==> src/smc_pkg.sv <==
package smc_pkg;
    // register port geometry
    localparam int          DATA_W       = 8;
    localparam int          ADDR_W       = 2;
    localparam logic [1:0]  ADDR_MODE    = 2'h0;
    localparam logic [1:0]  ADDR_FLAGS   = 2'h1;

    // mode register field positions
    localparam int          CLKSEL_BIT   = 0;
    localparam int          IDLE_BIT     = 1;
    localparam int          HSRDY_BIT    = 2;
    localparam int          LSRDY_BIT    = 3;
    localparam int          FASTWAKE_BIT = 4;
    localparam int          DIV_LSB      = 5;
    localparam int          DIV_MSB      = 7;

    // flag register field positions
    localparam int          WDTF_BIT     = 0;
    localparam int          VSETF_BIT    = 1;
    localparam int          LOWVF_BIT    = 2;
    localparam int          KEEP_BIT     = 7;

    // reset values
    localparam logic [7:0]  MODE_RESET   = 8'h03;
    localparam logic [7:0]  FLAGS_RESET  = 8'h00;
    localparam logic [2:0]  DIV_RESET    = 3'h0;

    // lowest divider code that still selects the fast clock
    localparam logic [2:0]  DIV_FIRST_FAST = 3'h2;

    // oscillator settle counts, in oscillator cycles
    localparam int          CNT_W        = 8;
    localparam logic [7:0]  HS_XTAL_CYC  = 8'h80;
    localparam logic [7:0]  HS_RC_CYC    = 8'h10;
    localparam logic [7:0]  LS_CYC       = 8'h02;
    localparam logic [7:0]  CNT_ZERO     = 8'h00;
    localparam logic [7:0]  CNT_ONE      = 8'h01;

    // operating modes
    typedef enum logic [1:0] {
        SMC_RUN,
        SMC_IDLE_RUN,
        SMC_IDLE_STOP,
        SMC_SLEEP
    } smc_mode_type;

    // true when the selection leaves the fast clock unused
    function automatic logic smcUsesLowSpeed(input logic clkSel, input logic [2:0] divCode);
        return !clkSel && (divCode < DIV_FIRST_FAST);
    endfunction
endpackage

==> src/smc_mode_ctrl.sv <==
`timescale 1ns/100ps
// Summary of operation
// - fast ready flag is 0 at power-on, rises only once fast oscillator settles
// - fast ready flag held low during sleep and clock-stopped idle
// - after wake fast ready rises after 128 crystal or 16 RC cycles
// - halt with idle select set enters an idle mode
// - clock-running idle stops the CPU but keeps the system clock
// - idle with clock keep low stops CPU and system clock
// - halt with idle select clear enters sleep
// - clock select 1 picks undivided fast clock, 0 picks divided or slow
// - moving from fast to slow clock switches the fast oscillator off
// - divider codes 000/001 slow clock, 010..111 fast clock /64 to /2
// - fast wake with crystal runs from slow clock until fast is ready, except out of deep sleep
// - clock keep bit enables the system clock during idle
module smc_mode_ctrl
    import smc_pkg::*;
(
    // clock and reset
    input  wire logic              clk,
    input  wire logic              srst,
    // register port
    input  wire logic [ADDR_W-1:0] regAddr,
    input  wire logic [DATA_W-1:0] regWrData,
    input  wire logic              regWrStb,
    input  wire logic              regRdStb,
    output logic      [DATA_W-1:0] regRdData_r,
    // core events
    input  wire logic              haltExec,
    input  wire logic              wakeEvent,
    // configuration levels
    input  wire logic              hsIsCrystal,
    input  wire logic              lsKeepOn,
    // reset cause events
    input  wire logic              lowVoltEvent,
    input  wire logic              voltSetEvent,
    input  wire logic              wdtSetEvent,
    // oscillator clock pins
    input  wire logic              hsOscPin,
    input  wire logic              lsOscPin,
    // clock and power control
    output logic                   cpuRun_r,
    output logic                   sysClkRun_r,
    output logic                   sysClkUndiv_r,
    output logic                   lowSpeedSel_r,
    output logic      [2:0]        divSel_r,
    output logic                   hsOscEn_r,
    output logic                   lsOscEn_r,
    output smc_mode_type           opMode_r
);
    import smc_pkg::*;

    // software-held control bits
    logic [2:0]       clkDiv_r, clkDiv_nxt;
    logic             fastWakeEn_r, fastWakeEn_nxt;
    logic             idleSel_r, idleSel_nxt;
    logic             clkSel_r, clkSel_nxt;
    logic             idleKeep_r, idleKeep_nxt;
    logic             lvrFlag_r, lvrFlag_nxt;
    logic             voltFlag_r, voltFlag_nxt;
    logic             wdtFlag_r, wdtFlag_nxt;
    logic [DATA_W-1:0] rdData_nxt;

    // mode and clock state
    smc_mode_type     opMode_nxt;
    logic             fastWake_r, fastWake_nxt;
    logic             cpuRun_nxt, sysClkRun_nxt;
    logic             sysClkUndiv_nxt, lowSpeedSel_nxt;
    logic [2:0]       divSel_nxt;
    logic             hsOscEn_nxt, lsOscEn_nxt;

    // oscillator status
    logic             hsTick, lsTick;
    logic             hsReady, lsReady;
    logic [CNT_W-1:0] hsLimit;
    logic             slowPick, clkReady;
    logic             modeWr, flagWr;

    // oscillator pins cross into the clock domain
    smc_sync2 u_hsSync (
        .clk       (clk),
        .srst      (srst),
        .asyncIn   (hsOscPin),
        .risePulse (hsTick)
    );

    smc_sync2 u_lsSync (
        .clk       (clk),
        .srst      (srst),
        .asyncIn   (lsOscPin),
        .risePulse (lsTick)
    );

    // settle count depends on the fast source
    assign hsLimit = hsIsCrystal ? HS_XTAL_CYC : HS_RC_CYC;

    // fast ready flag follows the fast oscillator enable
    smc_ready_timer u_hsReady (
        .clk     (clk),
        .srst    (srst),
        .oscEn   (hsOscEn_r),
        .oscTick (hsTick),
        .limit   (hsLimit),
        .ready_r (hsReady)
    );

    // slow ready flag follows the slow oscillator enable
    smc_ready_timer u_lsReady (
        .clk     (clk),
        .srst    (srst),
        .oscEn   (lsOscEn_r),
        .oscTick (lsTick),
        .limit   (LS_CYC),
        .ready_r (lsReady)
    );

    // selected clock and its readiness
    assign slowPick = smcUsesLowSpeed(clkSel_r, clkDiv_r) || fastWake_r;
    assign clkReady = slowPick ? lsReady : hsReady;
    assign modeWr   = regWrStb && regAddr == ADDR_MODE;
    assign flagWr   = regWrStb && regAddr == ADDR_FLAGS;

    // register writes; reset cause flags only clear, events win
    always_comb begin
        clkDiv_nxt     = clkDiv_r;
        fastWakeEn_nxt = fastWakeEn_r;
        idleSel_nxt    = idleSel_r;
        clkSel_nxt     = clkSel_r;
        idleKeep_nxt   = idleKeep_r;
        lvrFlag_nxt    = lvrFlag_r;
        voltFlag_nxt   = voltFlag_r;
        wdtFlag_nxt    = wdtFlag_r;
        if (modeWr) begin
            clkDiv_nxt     = regWrData[DIV_MSB:DIV_LSB];
            fastWakeEn_nxt = regWrData[FASTWAKE_BIT];
            idleSel_nxt    = regWrData[IDLE_BIT];
            clkSel_nxt     = regWrData[CLKSEL_BIT];
        end
        if (flagWr) begin
            idleKeep_nxt = regWrData[KEEP_BIT];
            lvrFlag_nxt  = lvrFlag_r && regWrData[LOWVF_BIT];
            voltFlag_nxt = voltFlag_r && regWrData[VSETF_BIT];
            wdtFlag_nxt  = wdtFlag_r && regWrData[WDTF_BIT];
        end
        lvrFlag_nxt  = lvrFlag_nxt || lowVoltEvent;
        voltFlag_nxt = voltFlag_nxt || voltSetEvent;
        wdtFlag_nxt  = wdtFlag_nxt || wdtSetEvent;
    end

    // read data for the cycle after the strobe; unmapped reads zero
    always_comb begin
        rdData_nxt = '0;
        if (regRdStb) begin
            unique case (regAddr)
                ADDR_MODE: begin
                    rdData_nxt[DIV_MSB:DIV_LSB] = clkDiv_r;
                    rdData_nxt[FASTWAKE_BIT]    = fastWakeEn_r;
                    rdData_nxt[LSRDY_BIT]       = lsReady;
                    rdData_nxt[HSRDY_BIT]       = hsReady;
                    rdData_nxt[IDLE_BIT]        = idleSel_r;
                    rdData_nxt[CLKSEL_BIT]      = clkSel_r;
                end
                ADDR_FLAGS: begin
                    rdData_nxt[KEEP_BIT]  = idleKeep_r;
                    rdData_nxt[LOWVF_BIT] = lvrFlag_r;
                    rdData_nxt[VSETF_BIT] = voltFlag_r;
                    rdData_nxt[WDTF_BIT]  = wdtFlag_r;
                end
                default: rdData_nxt = '0;
            endcase
        end
    end

    always_ff @(posedge clk) begin
        if (srst) begin
            clkDiv_r     <= DIV_RESET;
            fastWakeEn_r <= MODE_RESET[FASTWAKE_BIT];
            idleSel_r    <= MODE_RESET[IDLE_BIT];
            clkSel_r     <= MODE_RESET[CLKSEL_BIT];
            idleKeep_r   <= FLAGS_RESET[KEEP_BIT];
            lvrFlag_r    <= FLAGS_RESET[LOWVF_BIT];
            voltFlag_r   <= FLAGS_RESET[VSETF_BIT];
            wdtFlag_r    <= FLAGS_RESET[WDTF_BIT];
            regRdData_r  <= '0;
        end else begin
            clkDiv_r     <= clkDiv_nxt;
            fastWakeEn_r <= fastWakeEn_nxt;
            idleSel_r    <= idleSel_nxt;
            clkSel_r     <= clkSel_nxt;
            idleKeep_r   <= idleKeep_nxt;
            lvrFlag_r    <= lvrFlag_nxt;
            voltFlag_r   <= voltFlag_nxt;
            wdtFlag_r    <= wdtFlag_nxt;
            regRdData_r  <= rdData_nxt;
        end
    end

    // mode sequencing on halt and wake
    always_comb begin
        opMode_nxt   = opMode_r;
        fastWake_nxt = fastWake_r && !hsReady;
        unique case (opMode_r)
            SMC_RUN: begin
                if (haltExec) begin
                    if (!idleSel_r)
                        opMode_nxt = SMC_SLEEP;
                    else if (idleKeep_r)
                        opMode_nxt = SMC_IDLE_RUN;
                    else
                        opMode_nxt = SMC_IDLE_STOP;
                end
            end
            SMC_IDLE_RUN: begin
                if (wakeEvent)
                    opMode_nxt = SMC_RUN;
            end
            SMC_IDLE_STOP, SMC_SLEEP: begin
                if (wakeEvent) begin
                    opMode_nxt = SMC_RUN;
                    // slow clock stands in only while it is alive
                    fastWake_nxt = fastWakeEn_r && hsIsCrystal && lsOscEn_r
                                   && !smcUsesLowSpeed(clkSel_r, clkDiv_r);
                end
            end
        endcase
    end

    // clock gating, source selection and oscillator enables
    always_comb begin
        cpuRun_nxt      = opMode_r == SMC_RUN && clkReady;
        sysClkRun_nxt   = (opMode_r == SMC_RUN || opMode_r == SMC_IDLE_RUN)
                          && clkReady;
        sysClkUndiv_nxt = clkSel_r && !fastWake_r;
        lowSpeedSel_nxt = slowPick;
        divSel_nxt      = clkDiv_r;
        // fast oscillator off when the slow clock is chosen or asleep
        hsOscEn_nxt     = (opMode_r == SMC_RUN || opMode_r == SMC_IDLE_RUN)
                          && (!smcUsesLowSpeed(clkSel_r, clkDiv_r) || fastWake_r);
        // slow oscillator stops only in deep sleep
        lsOscEn_nxt     = !(opMode_r == SMC_SLEEP && !lsKeepOn);
    end

    always_ff @(posedge clk) begin
        if (srst) begin
            opMode_r      <= SMC_RUN;
            fastWake_r    <= 1'b0;
            cpuRun_r      <= 1'b0;
            sysClkRun_r   <= 1'b0;
            sysClkUndiv_r <= MODE_RESET[CLKSEL_BIT];
            lowSpeedSel_r <= 1'b0;
            divSel_r      <= DIV_RESET;
            hsOscEn_r     <= 1'b0;
            lsOscEn_r     <= 1'b0;
        end else begin
            opMode_r      <= opMode_nxt;
            fastWake_r    <= fastWake_nxt;
            cpuRun_r      <= cpuRun_nxt;
            sysClkRun_r   <= sysClkRun_nxt;
            sysClkUndiv_r <= sysClkUndiv_nxt;
            lowSpeedSel_r <= lowSpeedSel_nxt;
            divSel_r      <= divSel_nxt;
            hsOscEn_r     <= hsOscEn_nxt;
            lsOscEn_r     <= lsOscEn_nxt;
        end
    end

    // checks on mode entry
    a_halt_to_sleep: assert property (@(posedge clk) disable iff (srst)
        opMode_r == SMC_RUN && haltExec && !idleSel_r |=> opMode_r == SMC_SLEEP)
        else $error("halt with idle clear did not enter sleep");

    a_halt_to_idle: assert property (@(posedge clk) disable iff (srst)
        opMode_r == SMC_RUN && haltExec && idleSel_r
        |=> opMode_r == (idleKeep_r ? SMC_IDLE_RUN : SMC_IDLE_STOP))
        else $error("halt with idle set did not enter the right idle");

    // checks on clock gating in idle
    a_idle_clock_kept: assert property (@(posedge clk) disable iff (srst)
        opMode_r == SMC_IDLE_RUN && clkReady |=> sysClkRun_r && !cpuRun_r)
        else $error("clock-running idle lost clock or kept cpu");

    a_idle_clock_stop: assert property (@(posedge clk) disable iff (srst)
        opMode_r == SMC_IDLE_STOP |=> !sysClkRun_r && !cpuRun_r)
        else $error("clock-stopped idle left a clock running");

    // fast ready flag low while asleep
    a_hto_low_asleep: assert property (@(posedge clk) disable iff (srst)
        (opMode_r == SMC_SLEEP || opMode_r == SMC_IDLE_STOP) [*3] |-> !hsReady)
        else $error("fast ready flag high while asleep");

    // slow selection shuts the fast oscillator
    a_hs_off_slow: assert property (@(posedge clk) disable iff (srst)
        smcUsesLowSpeed(clkSel_r, clkDiv_r) && !fastWake_r |=> !hsOscEn_r)
        else $error("fast oscillator left on with slow clock");

    // source selection follows the control bits
    a_undiv_select: assert property (@(posedge clk) disable iff (srst)
        clkSel_r && !fastWake_r |=> sysClkUndiv_r && !lowSpeedSel_r)
        else $error("undivided fast clock not selected");

    a_div_select: assert property (@(posedge clk) disable iff (srst)
        !clkSel_r && !fastWake_r
        |=> divSel_r == $past(clkDiv_r) && lowSpeedSel_r == ($past(clkDiv_r) < DIV_FIRST_FAST))
        else $error("divider code gave the wrong source");

    // fast wake runs from the slow clock until the fast one settles
    a_fast_wake_slow: assert property (@(posedge clk) disable iff (srst)
        opMode_r == SMC_SLEEP && wakeEvent && fastWakeEn_r && hsIsCrystal
        && lsOscEn_r && clkSel_r |=> fastWake_r ##1 (lowSpeedSel_r && !sysClkUndiv_r))
        else $error("fast wake did not borrow the slow clock");

    // slow oscillator and its flag stop in deep sleep
    a_lto_deep_sleep: assert property (@(posedge clk) disable iff (srst)
        opMode_r == SMC_SLEEP && !lsKeepOn ##1 opMode_r == SMC_SLEEP
        |=> !lsOscEn_r && !lsReady)
        else $error("slow ready flag high in deep sleep");

    // a set event beats a software clear
    a_flag_set_wins: assert property (@(posedge clk) disable iff (srst)
        lowVoltEvent |=> lvrFlag_r)
        else $error("low voltage flag lost its set");
endmodule // smc_mode_ctrl

==> src/smc_sync2.sv <==
`timescale 1ns/100ps
module smc_sync2 (
    // clock and reset
    input  wire logic clk,
    input  wire logic srst,
    // pin side
    input  wire logic asyncIn,
    // clock side
    output logic      risePulse
);
    logic stage1_r, stage2_r, stage3_r;
    logic stage1_nxt, stage2_nxt, stage3_nxt;

    // two flops for the crossing, a third for edge finding
    always_comb begin
        stage1_nxt = asyncIn;
        stage2_nxt = stage1_r;
        stage3_nxt = stage2_r;
    end

    always_ff @(posedge clk) begin
        if (srst) begin
            stage1_r <= 1'b0;
            stage2_r <= 1'b0;
            stage3_r <= 1'b0;
        end else begin
            stage1_r <= stage1_nxt;
            stage2_r <= stage2_nxt;
            stage3_r <= stage3_nxt;
        end
    end

    assign risePulse = stage2_r && !stage3_r;
endmodule // smc_sync2

==> src/smc_ready_timer.sv <==
`timescale 1ns/100ps
module smc_ready_timer
    import smc_pkg::*;
(
    // clock and reset
    input  wire logic             clk,
    input  wire logic             srst,
    // oscillator state
    input  wire logic             oscEn,
    input  wire logic             oscTick,
    input  wire logic [CNT_W-1:0] limit,
    // ready flag
    output logic                  ready_r
);
    logic [CNT_W-1:0] count_r, count_nxt;
    logic             ready_nxt;

    // count oscillator cycles while running, restart when stopped
    always_comb begin
        count_nxt = count_r;
        if (!oscEn)
            count_nxt = CNT_ZERO;
        else if (oscTick && count_r < limit)
            count_nxt = count_r + CNT_ONE;
        ready_nxt = oscEn && (count_r >= limit);
    end

    always_ff @(posedge clk) begin
        if (srst) begin
            count_r <= CNT_ZERO;
            ready_r <= 1'b0;
        end else begin
            count_r <= count_nxt;
            ready_r <= ready_nxt;
        end
    end

    a_ready_after_count: assert property (@(posedge clk) disable iff (srst)
        $rose(ready_r) |-> $past(count_r) >= $past(limit))
        else $error("ready flag rose before the settle count");
    a_ready_off_low: assert property (@(posedge clk) disable iff (srst)
        !oscEn |=> !ready_r && count_r == CNT_ZERO)
        else $error("ready flag high with oscillator stopped");
endmodule // smc_ready_timer

==> config.mk <==
export PLATFORM = sky130hd
export DESIGN_NAME = smc_mode_ctrl
export DESIGN_NICKNAME = d
export VERILOG_FILES = /design/src/smc_pkg.sv /design/src/smc_mode_ctrl.sv /design/src/smc_sync2.sv /design/src/smc_ready_timer.sv
export SDC_FILE = /design/constraint.sdc
export NUM_CORES = 1
export LEC_CHECK = 0
export BUFFER_PORTS_ARGS = -buffer_cell sky130_fd_sc_hd__buf_2
export CAP_MARGIN = 20
export CORE_MARGIN = 2
export CORE_UTILIZATION = 48
export DETAILED_ROUTE_END_ITERATION = 8
export GPL_TIMING_DRIVEN = 0
export PLACE_DENSITY = 0.74
export SYNTH_ARGS = -nofsm -noshare
export SYNTH_HDL_FRONTEND = slang
export SYNTH_SLANG_ARGS = --single-unit
==> constraint.sdc <==
create_clock -name clk -period 1.9 [get_ports clk]
set_input_delay 0.095 -clock clk [delete_from_list [all_inputs] [get_ports clk]]
set_output_delay 0.095 -clock clk [all_outputs]
set_load 0.005 [all_outputs]
# Word level (Yosys, flattened, before mapping)

Cells that the tools add are included.

Memories: 0
Input port bits: 23
RAM bits: 0
Bits in latches: 0
Register bits: 54
ROM bits: 0

Reduce and logical (&&, ||, !) cells: 44
Bitwise gates (word level): 4
Multiply operators: 0
Multiplexer cells: 14
Magnitude comparators: 5
Add/subtract/negate cells: 2
Shift operators: 0
Divide/modulo/power cells: 0
Equal/unequal tests: 6

Operator list:

| cell                                                 | count |
|---|---|
| logical AND 1 bit                                    | 21 |
| adder 8 x 1 -> 8 bit (second input constant)         | 2 |
| >= comparator 8 x 2 -> 1 bit (second input constant) | 1 |
| >= comparator 8 bit                                  | 1 |
| logical NOT 1 bit                                    | 8 |
| < comparator 8 x 2 -> 1 bit (second input constant)  | 1 |
| < comparator 8 bit                                   | 1 |
| 2-to-1 mux 2 bit                                     | 4 |
| 2-to-1 mux 8 bit                                     | 1 |
| OR reduction 2 bit                                   | 4 |
| logical OR 1 bit                                     | 6 |
| 2-to-1 mux 1 bit                                     | 6 |
| case mux 3 bit (2 select lines)                      | 1 |
| OR reduction 3 bit                                   | 2 |
| == test 2 x 1 -> 1 bit (second input constant)       | 2 |
| == test 2 bit (second input constant)                | 2 |
| logical NOT 2 bit                                    | 2 |
| inverter 1 bit                                       | 4 |
| case mux 2 bit (2 select lines)                      | 1 |
| < comparator 3 x 2 -> 1 bit (second input constant)  | 1 |
| != test 2 x 1 -> 1 bit (second input constant)       | 1 |
| != test 2 bit (second input constant)                | 1 |
| case mux 1 bit (2 select lines)                      | 1 |
| AND reduction 2 bit                                  | 1 |

# Longest topological paths before layout

Word-level depth: 6
Depth in mapped cells: 7

# By module

A second synthesis with hierarchy kept.

Cells, all modules: 275
Area total of the unflattened synthesis: 2,532.4 um^2

By module, submodules not included:

| module          | instances | area an instance (um^2) | sequential area each (um^2) | cells each |
|---|---|---|---|---|
| smc_ready_timer | 2         | 651.9                   | 180.2                       | 78 |
| smc_mode_ctrl   | 1         | 1,053.5                 | 600.6                       | 105 |
| smc_sync2       | 2         | 87.6                    | 60.1                        | 7 |

# Worst setup path before layout

No wires, ideal clock.

Path type: register to register
From: reg u_hsReady.count_r[4]
To: reg u_hsReady.count_r[7]
Data required time: 1.777 ns
Path buffers: 1
Arrival: 1.735 ns
Cell stages (with the launch flop): 8
Period minus slack after synthesis: 1.858 ns
Path slack: 0.042 ns
Path through: dfxtp_1 inv_1 ha_1 or3b_1 buf_6 a211oi_4 nand4_1 mux2_1

Longest elaborated chain between the ends: 2
Elaborated cells on any way between the ends: 3

RTL lines:

| item                     | RTL line              | text |
|---|---|---|
| start: declaration       | smc_ready_timer.sv:15 | `logic [CNT_W-1:0] count_r, count_nxt;` |
| start signal: assignment | smc_ready_timer.sv:33 | `count_r <= count_nxt;` |
| < comparator 8 bit       | smc_ready_timer.sv:23 | `else if (oscTick && count_r < limit)` |
| logical AND 1 bit        | smc_ready_timer.sv:23 |  |

Parallel ways exist; a longest one is shown, timed or not.
A chain may end at the register's enable or synchronous reset.

# Worst setup path in the final report

Same ends and word-level chain as after synthesis.

==> impl_metrics.py <==
metrics = {
    "worst_setup_path": {
        "r2r_cells": 6,
        "end_kind": "flop",
        "slowest_stage": "or3b_4",
        "worst-path-max-fanout": 6,
        "worstSetupEndpoint": "u_hsReady.count_r[7]",
        "cp_data_arrival_time_ns": 2.04,
        "r2r-end": "u_hsReady.count_r[7]",
        "cpPeakStageDelay_ns": 0.43,
        "crit_path_start": "u_hsReady.count_r[4]",
        "criticalPathCategory": "reg -> reg",
        "r2r-start": "u_hsReady.count_r[4]",
        "crit_chain": "inv_2, ha_4, or3b_4, a211oi_4, nand4_1, mux2_4",
        "start_kind": "flop",
        "r2r_slack_ns": 0.06,
        "worstPathRequired_ns": 2.10,
    },
    "layout": {
        "nNetsFinal": 288,
        "seqCellArea_mm2": 0.00108,
        "fillerInstances": 358,
        "antenna_cells": 0,
        "areaGrowthSynthToFinish_pct": 20.6,
        "layout_commonest_cell": "dfxtp_1",
        "fin_area_mm2": 0.00248,
        "multi_input_area_um2": 901,
        "drive_gt1_share_pct": 22.3,
        "final_cell_mix": "53 x dfxtp_1, 39 x buf_2, 27 x nor2_1, 15 x inv_1, 13 x nor2b_1",
    },
    "grt": {
        "antenna_found_initial": 0,
        "grt_pass1_wl_mm": 6.29,
        "grt_usage_pct": 16.5,
        "overflow": 0,
        "grt_pass1_vias": 1422,
        "grt_start_max_net_pins": 16,
    },
    "synth": {
        "ys_ff_latch": 54,
        "yosysWarnings": 0,
        "synth_edf_count": 0,
        "synth_nets": 236,
        "synth_area_leaders": "dfxtp_1 53%, nor2_1 4.9%, mux2i_1 4.9%, nor2b_1 4.0%, ha_1 3.7%",
        "syn-instance-count": 207,
        "ys_types": 36,
        "avgSynthCellArea_um2": 9.92,
        "synth_top_cell_by_area": "dfxtp_1",
        "post-synth-top-area-fraction_pct": 52.7,
        "yosys_most_used_dff": "dfxtp_1",
        "ys_async_sr_fraction_pct": 0,
        "syn-cell-area_mm2": 0.00205,
        "yosysSeqAreaShare_pct": 52.7,
    },
    "detailed_routing": {
        "route.detailed.drc": 0,
        "wl_met3_um": 215,
        "dr_wl_met2_mm": 1.75,
        "ant_nets": 0,
        "drt-wirelength-per-cell_um": 12.3,
        "routed_wl_mm": 3.82,
        "highest_layer": "met4",
        "viasPerCell": 4.93,
        "vias": 1529,
        "firstDrtPassIters": 4,
        "wl_met1_mm": 1.80,
        "first_iter_violations": 45,
    },
    "floorplan": {
        "dieHeight_um": 69.4,
        "die_x_um": 69.4,
        "core-area_mm2": 0.00406,
        "ios": 42,
        "die_area_mm2": 0.00482,
        "start_util_pct": 50.6,
        "rows": 23,
    },
    "pwr": {
        "vdd_ir_drop_max_v": 0.000553,
        "switching_share_pct": 22.7,
        "pwr-share-seq_pct": 59.8,
        "combPwrFrac_pct": 7.2,
        "netSwitchingPower_mw": 0.448,
        "power_mw": 1.97,
        "p_clk_share_pct": 33.0,
        "power_density_mw_per_mm2": 797,
        "intPower_mw": 1.52,
        "total_leakage_power_nw": 1.05,
    },
    "run": {
        "maxCapViolCount": 0,
    },
    "placement": {
        "numPortBuffers": 39,
        "placed_cell_area_mm2": 0.00231,
        "place_hpwl_mm": 2.79,
        "gp_congestion": 0.813,
    },
    "sta": {
        "worst_slew_pin_slew_ns": 0.671,
        "setup_viol": 0,
        "final-hold-violation-count": 0,
        "drv_slew": 0,
        "fin_skew_ns": 0.00663,
        "fin_crit_ns": 1.84,
        "max-slew-margin-rel_pct": 55.1,
        "max_freq_mhz": 543,
        "finalCritPeriodShare_pct": 97.0,
    },
    "clock_tree": {
        "clk_pin_slew_ns": 0.09,
        "htreeDepth": 2,
        "cts_buffer_depth": 2,
        "clock_sinks": 54,
        "clk_latency_ns": 0.30,
        "cts_inserted_buffers": 5,
        "root_buffer": "clkbuf_8",
        "cts_tree": "yes",
    },
    "outcome": {
        "status": "completed",
    },
    "min_path": {
        "worst_hold_path_type": "in -> reg",
        "min_path_cells": 3,
    },
}
==> cells in the mapped netlist (all sizes together), types with 4 or more instances <==
cell,count
ha,6
nand3,4
nand2,5
dfxtp,54
and2,10
mux2i,10
xnor2,5
a211oi,6
nor2,27
a21oi,9
inv,16
nor2b,13
o21ai,5
nand2b,4
a211o,4
==> registers in the layout, summed over array words and instances (netlist names), 2 cells and up <==
name and cells:
regRdData_r 8, u_hsReady.count_r 8, u_lsReady.count_r 8, clkDiv_r 3
divSel_r 3, opMode_r 2
==> power groups by stage <==
stage                     combinational, mW  sequential (mW)  clock [mW]
after floorplan                      0.0816             1.20           0
after global placement                0.132             1.20           0
after detailed placement              0.134             1.21           0
after CTS                             0.143             1.18       0.675
after global routing                  0.158             1.18       0.729
final                                 0.142             1.18       0.652
==> cells by family after synthesis <==
kind of cell / count (synthesis) / synth area share [%]
flops: 54 / 52.7
fa+ha+maj: 6 / 3.66
mux: 11 / 5.42
simple gates: 77 / 19.9
buf+inv: 22 / 4.39
xor+xnor: 5 / 2.13
compound gates: 32 / 11.8
==> metrics by stage <==
| stage | setup TNS [ns] | cells | hold slack (ns) | util [%] | worst slack [ns] |
|---|---|---|---|---|---|
| 4_1_cts | 0 | 310 | 0.00455 | 60.6 | 0.0331 |
| 6_report | 0 | 310 | 0.0174 | 61.0 | 0.0574 |
| 3_5_place_dp | -0.106 | 296 | 0.314 | 57.0 | -0.106 |
| 3_3_place_gp | -0.0455 | 296 | 0.304 | 57.0 | -0.0455 |
| 2_1_floorplan | 0 | 207 | 0.213 | - | 0.0417 |
| 5_1_grt | -0.00132 | 310 | 0.0145 | 61.0 | -0.00132 |
==> how the worst min path moves through the flow <==
stage	startpoint	end	slack, ns
2_1_floorplan	regWrData[1]	idleSel_r	0.21
3_3_place_gp	hsOscPin	u_hsSync.stage1_r	0.30
3_5_place_dp	hsOscPin	u_hsSync.stage1_r	0.31
4_1_cts	wdtSetEvent	wdtFlag_r	0.005
5_1_grt	regWrData[5]	clkDiv_r[0]	0.01
6_report	wdtSetEvent	wdtFlag_r	0.02
==> critical path, delay by kind of cell (launching register included) <==
family / cells / cell delay [ns]
AND/OR/NAND/NOR: 2 / 0.59
multiplexers: 1 / 0.34
flip-flops: 1 / 0.33
AO/OA/AOI/OAI: 1 / 0.26
adder cells (fa/ha/maj): 1 / 0.13
buffers and inverters: 1 / 0.09
==> cell type report <==
type / count / share of cell area [%]
inverters: 16 / 2.43
repair buffers: 46 / 10.5
well taps: 50 / 2.53
multi-input cells: 131 / 36.4
plain buffers: 5 / 0.758
flip-flops and latches: 54 / 43.7
clock buffers: 7 / 3.49
clock inverters: 1 / 0.202
==> per-layer routing <==
layer	track usage, %	up-vias
met5	0	-
met4	5.66	0
met3	6.25	4
met2	25.3	36
met1	21.3	694
li1	-	795
==> repair_timing <==
item                                   CTS  global route
setup endpoints to repair                1             1
endpoints found under the hold margin    5             0
gates resized for setup                  1             5
hold buffers                             5             0
setup buffers                            1             1
pin swaps                                1             2
(Power assumes the default switching activity.)
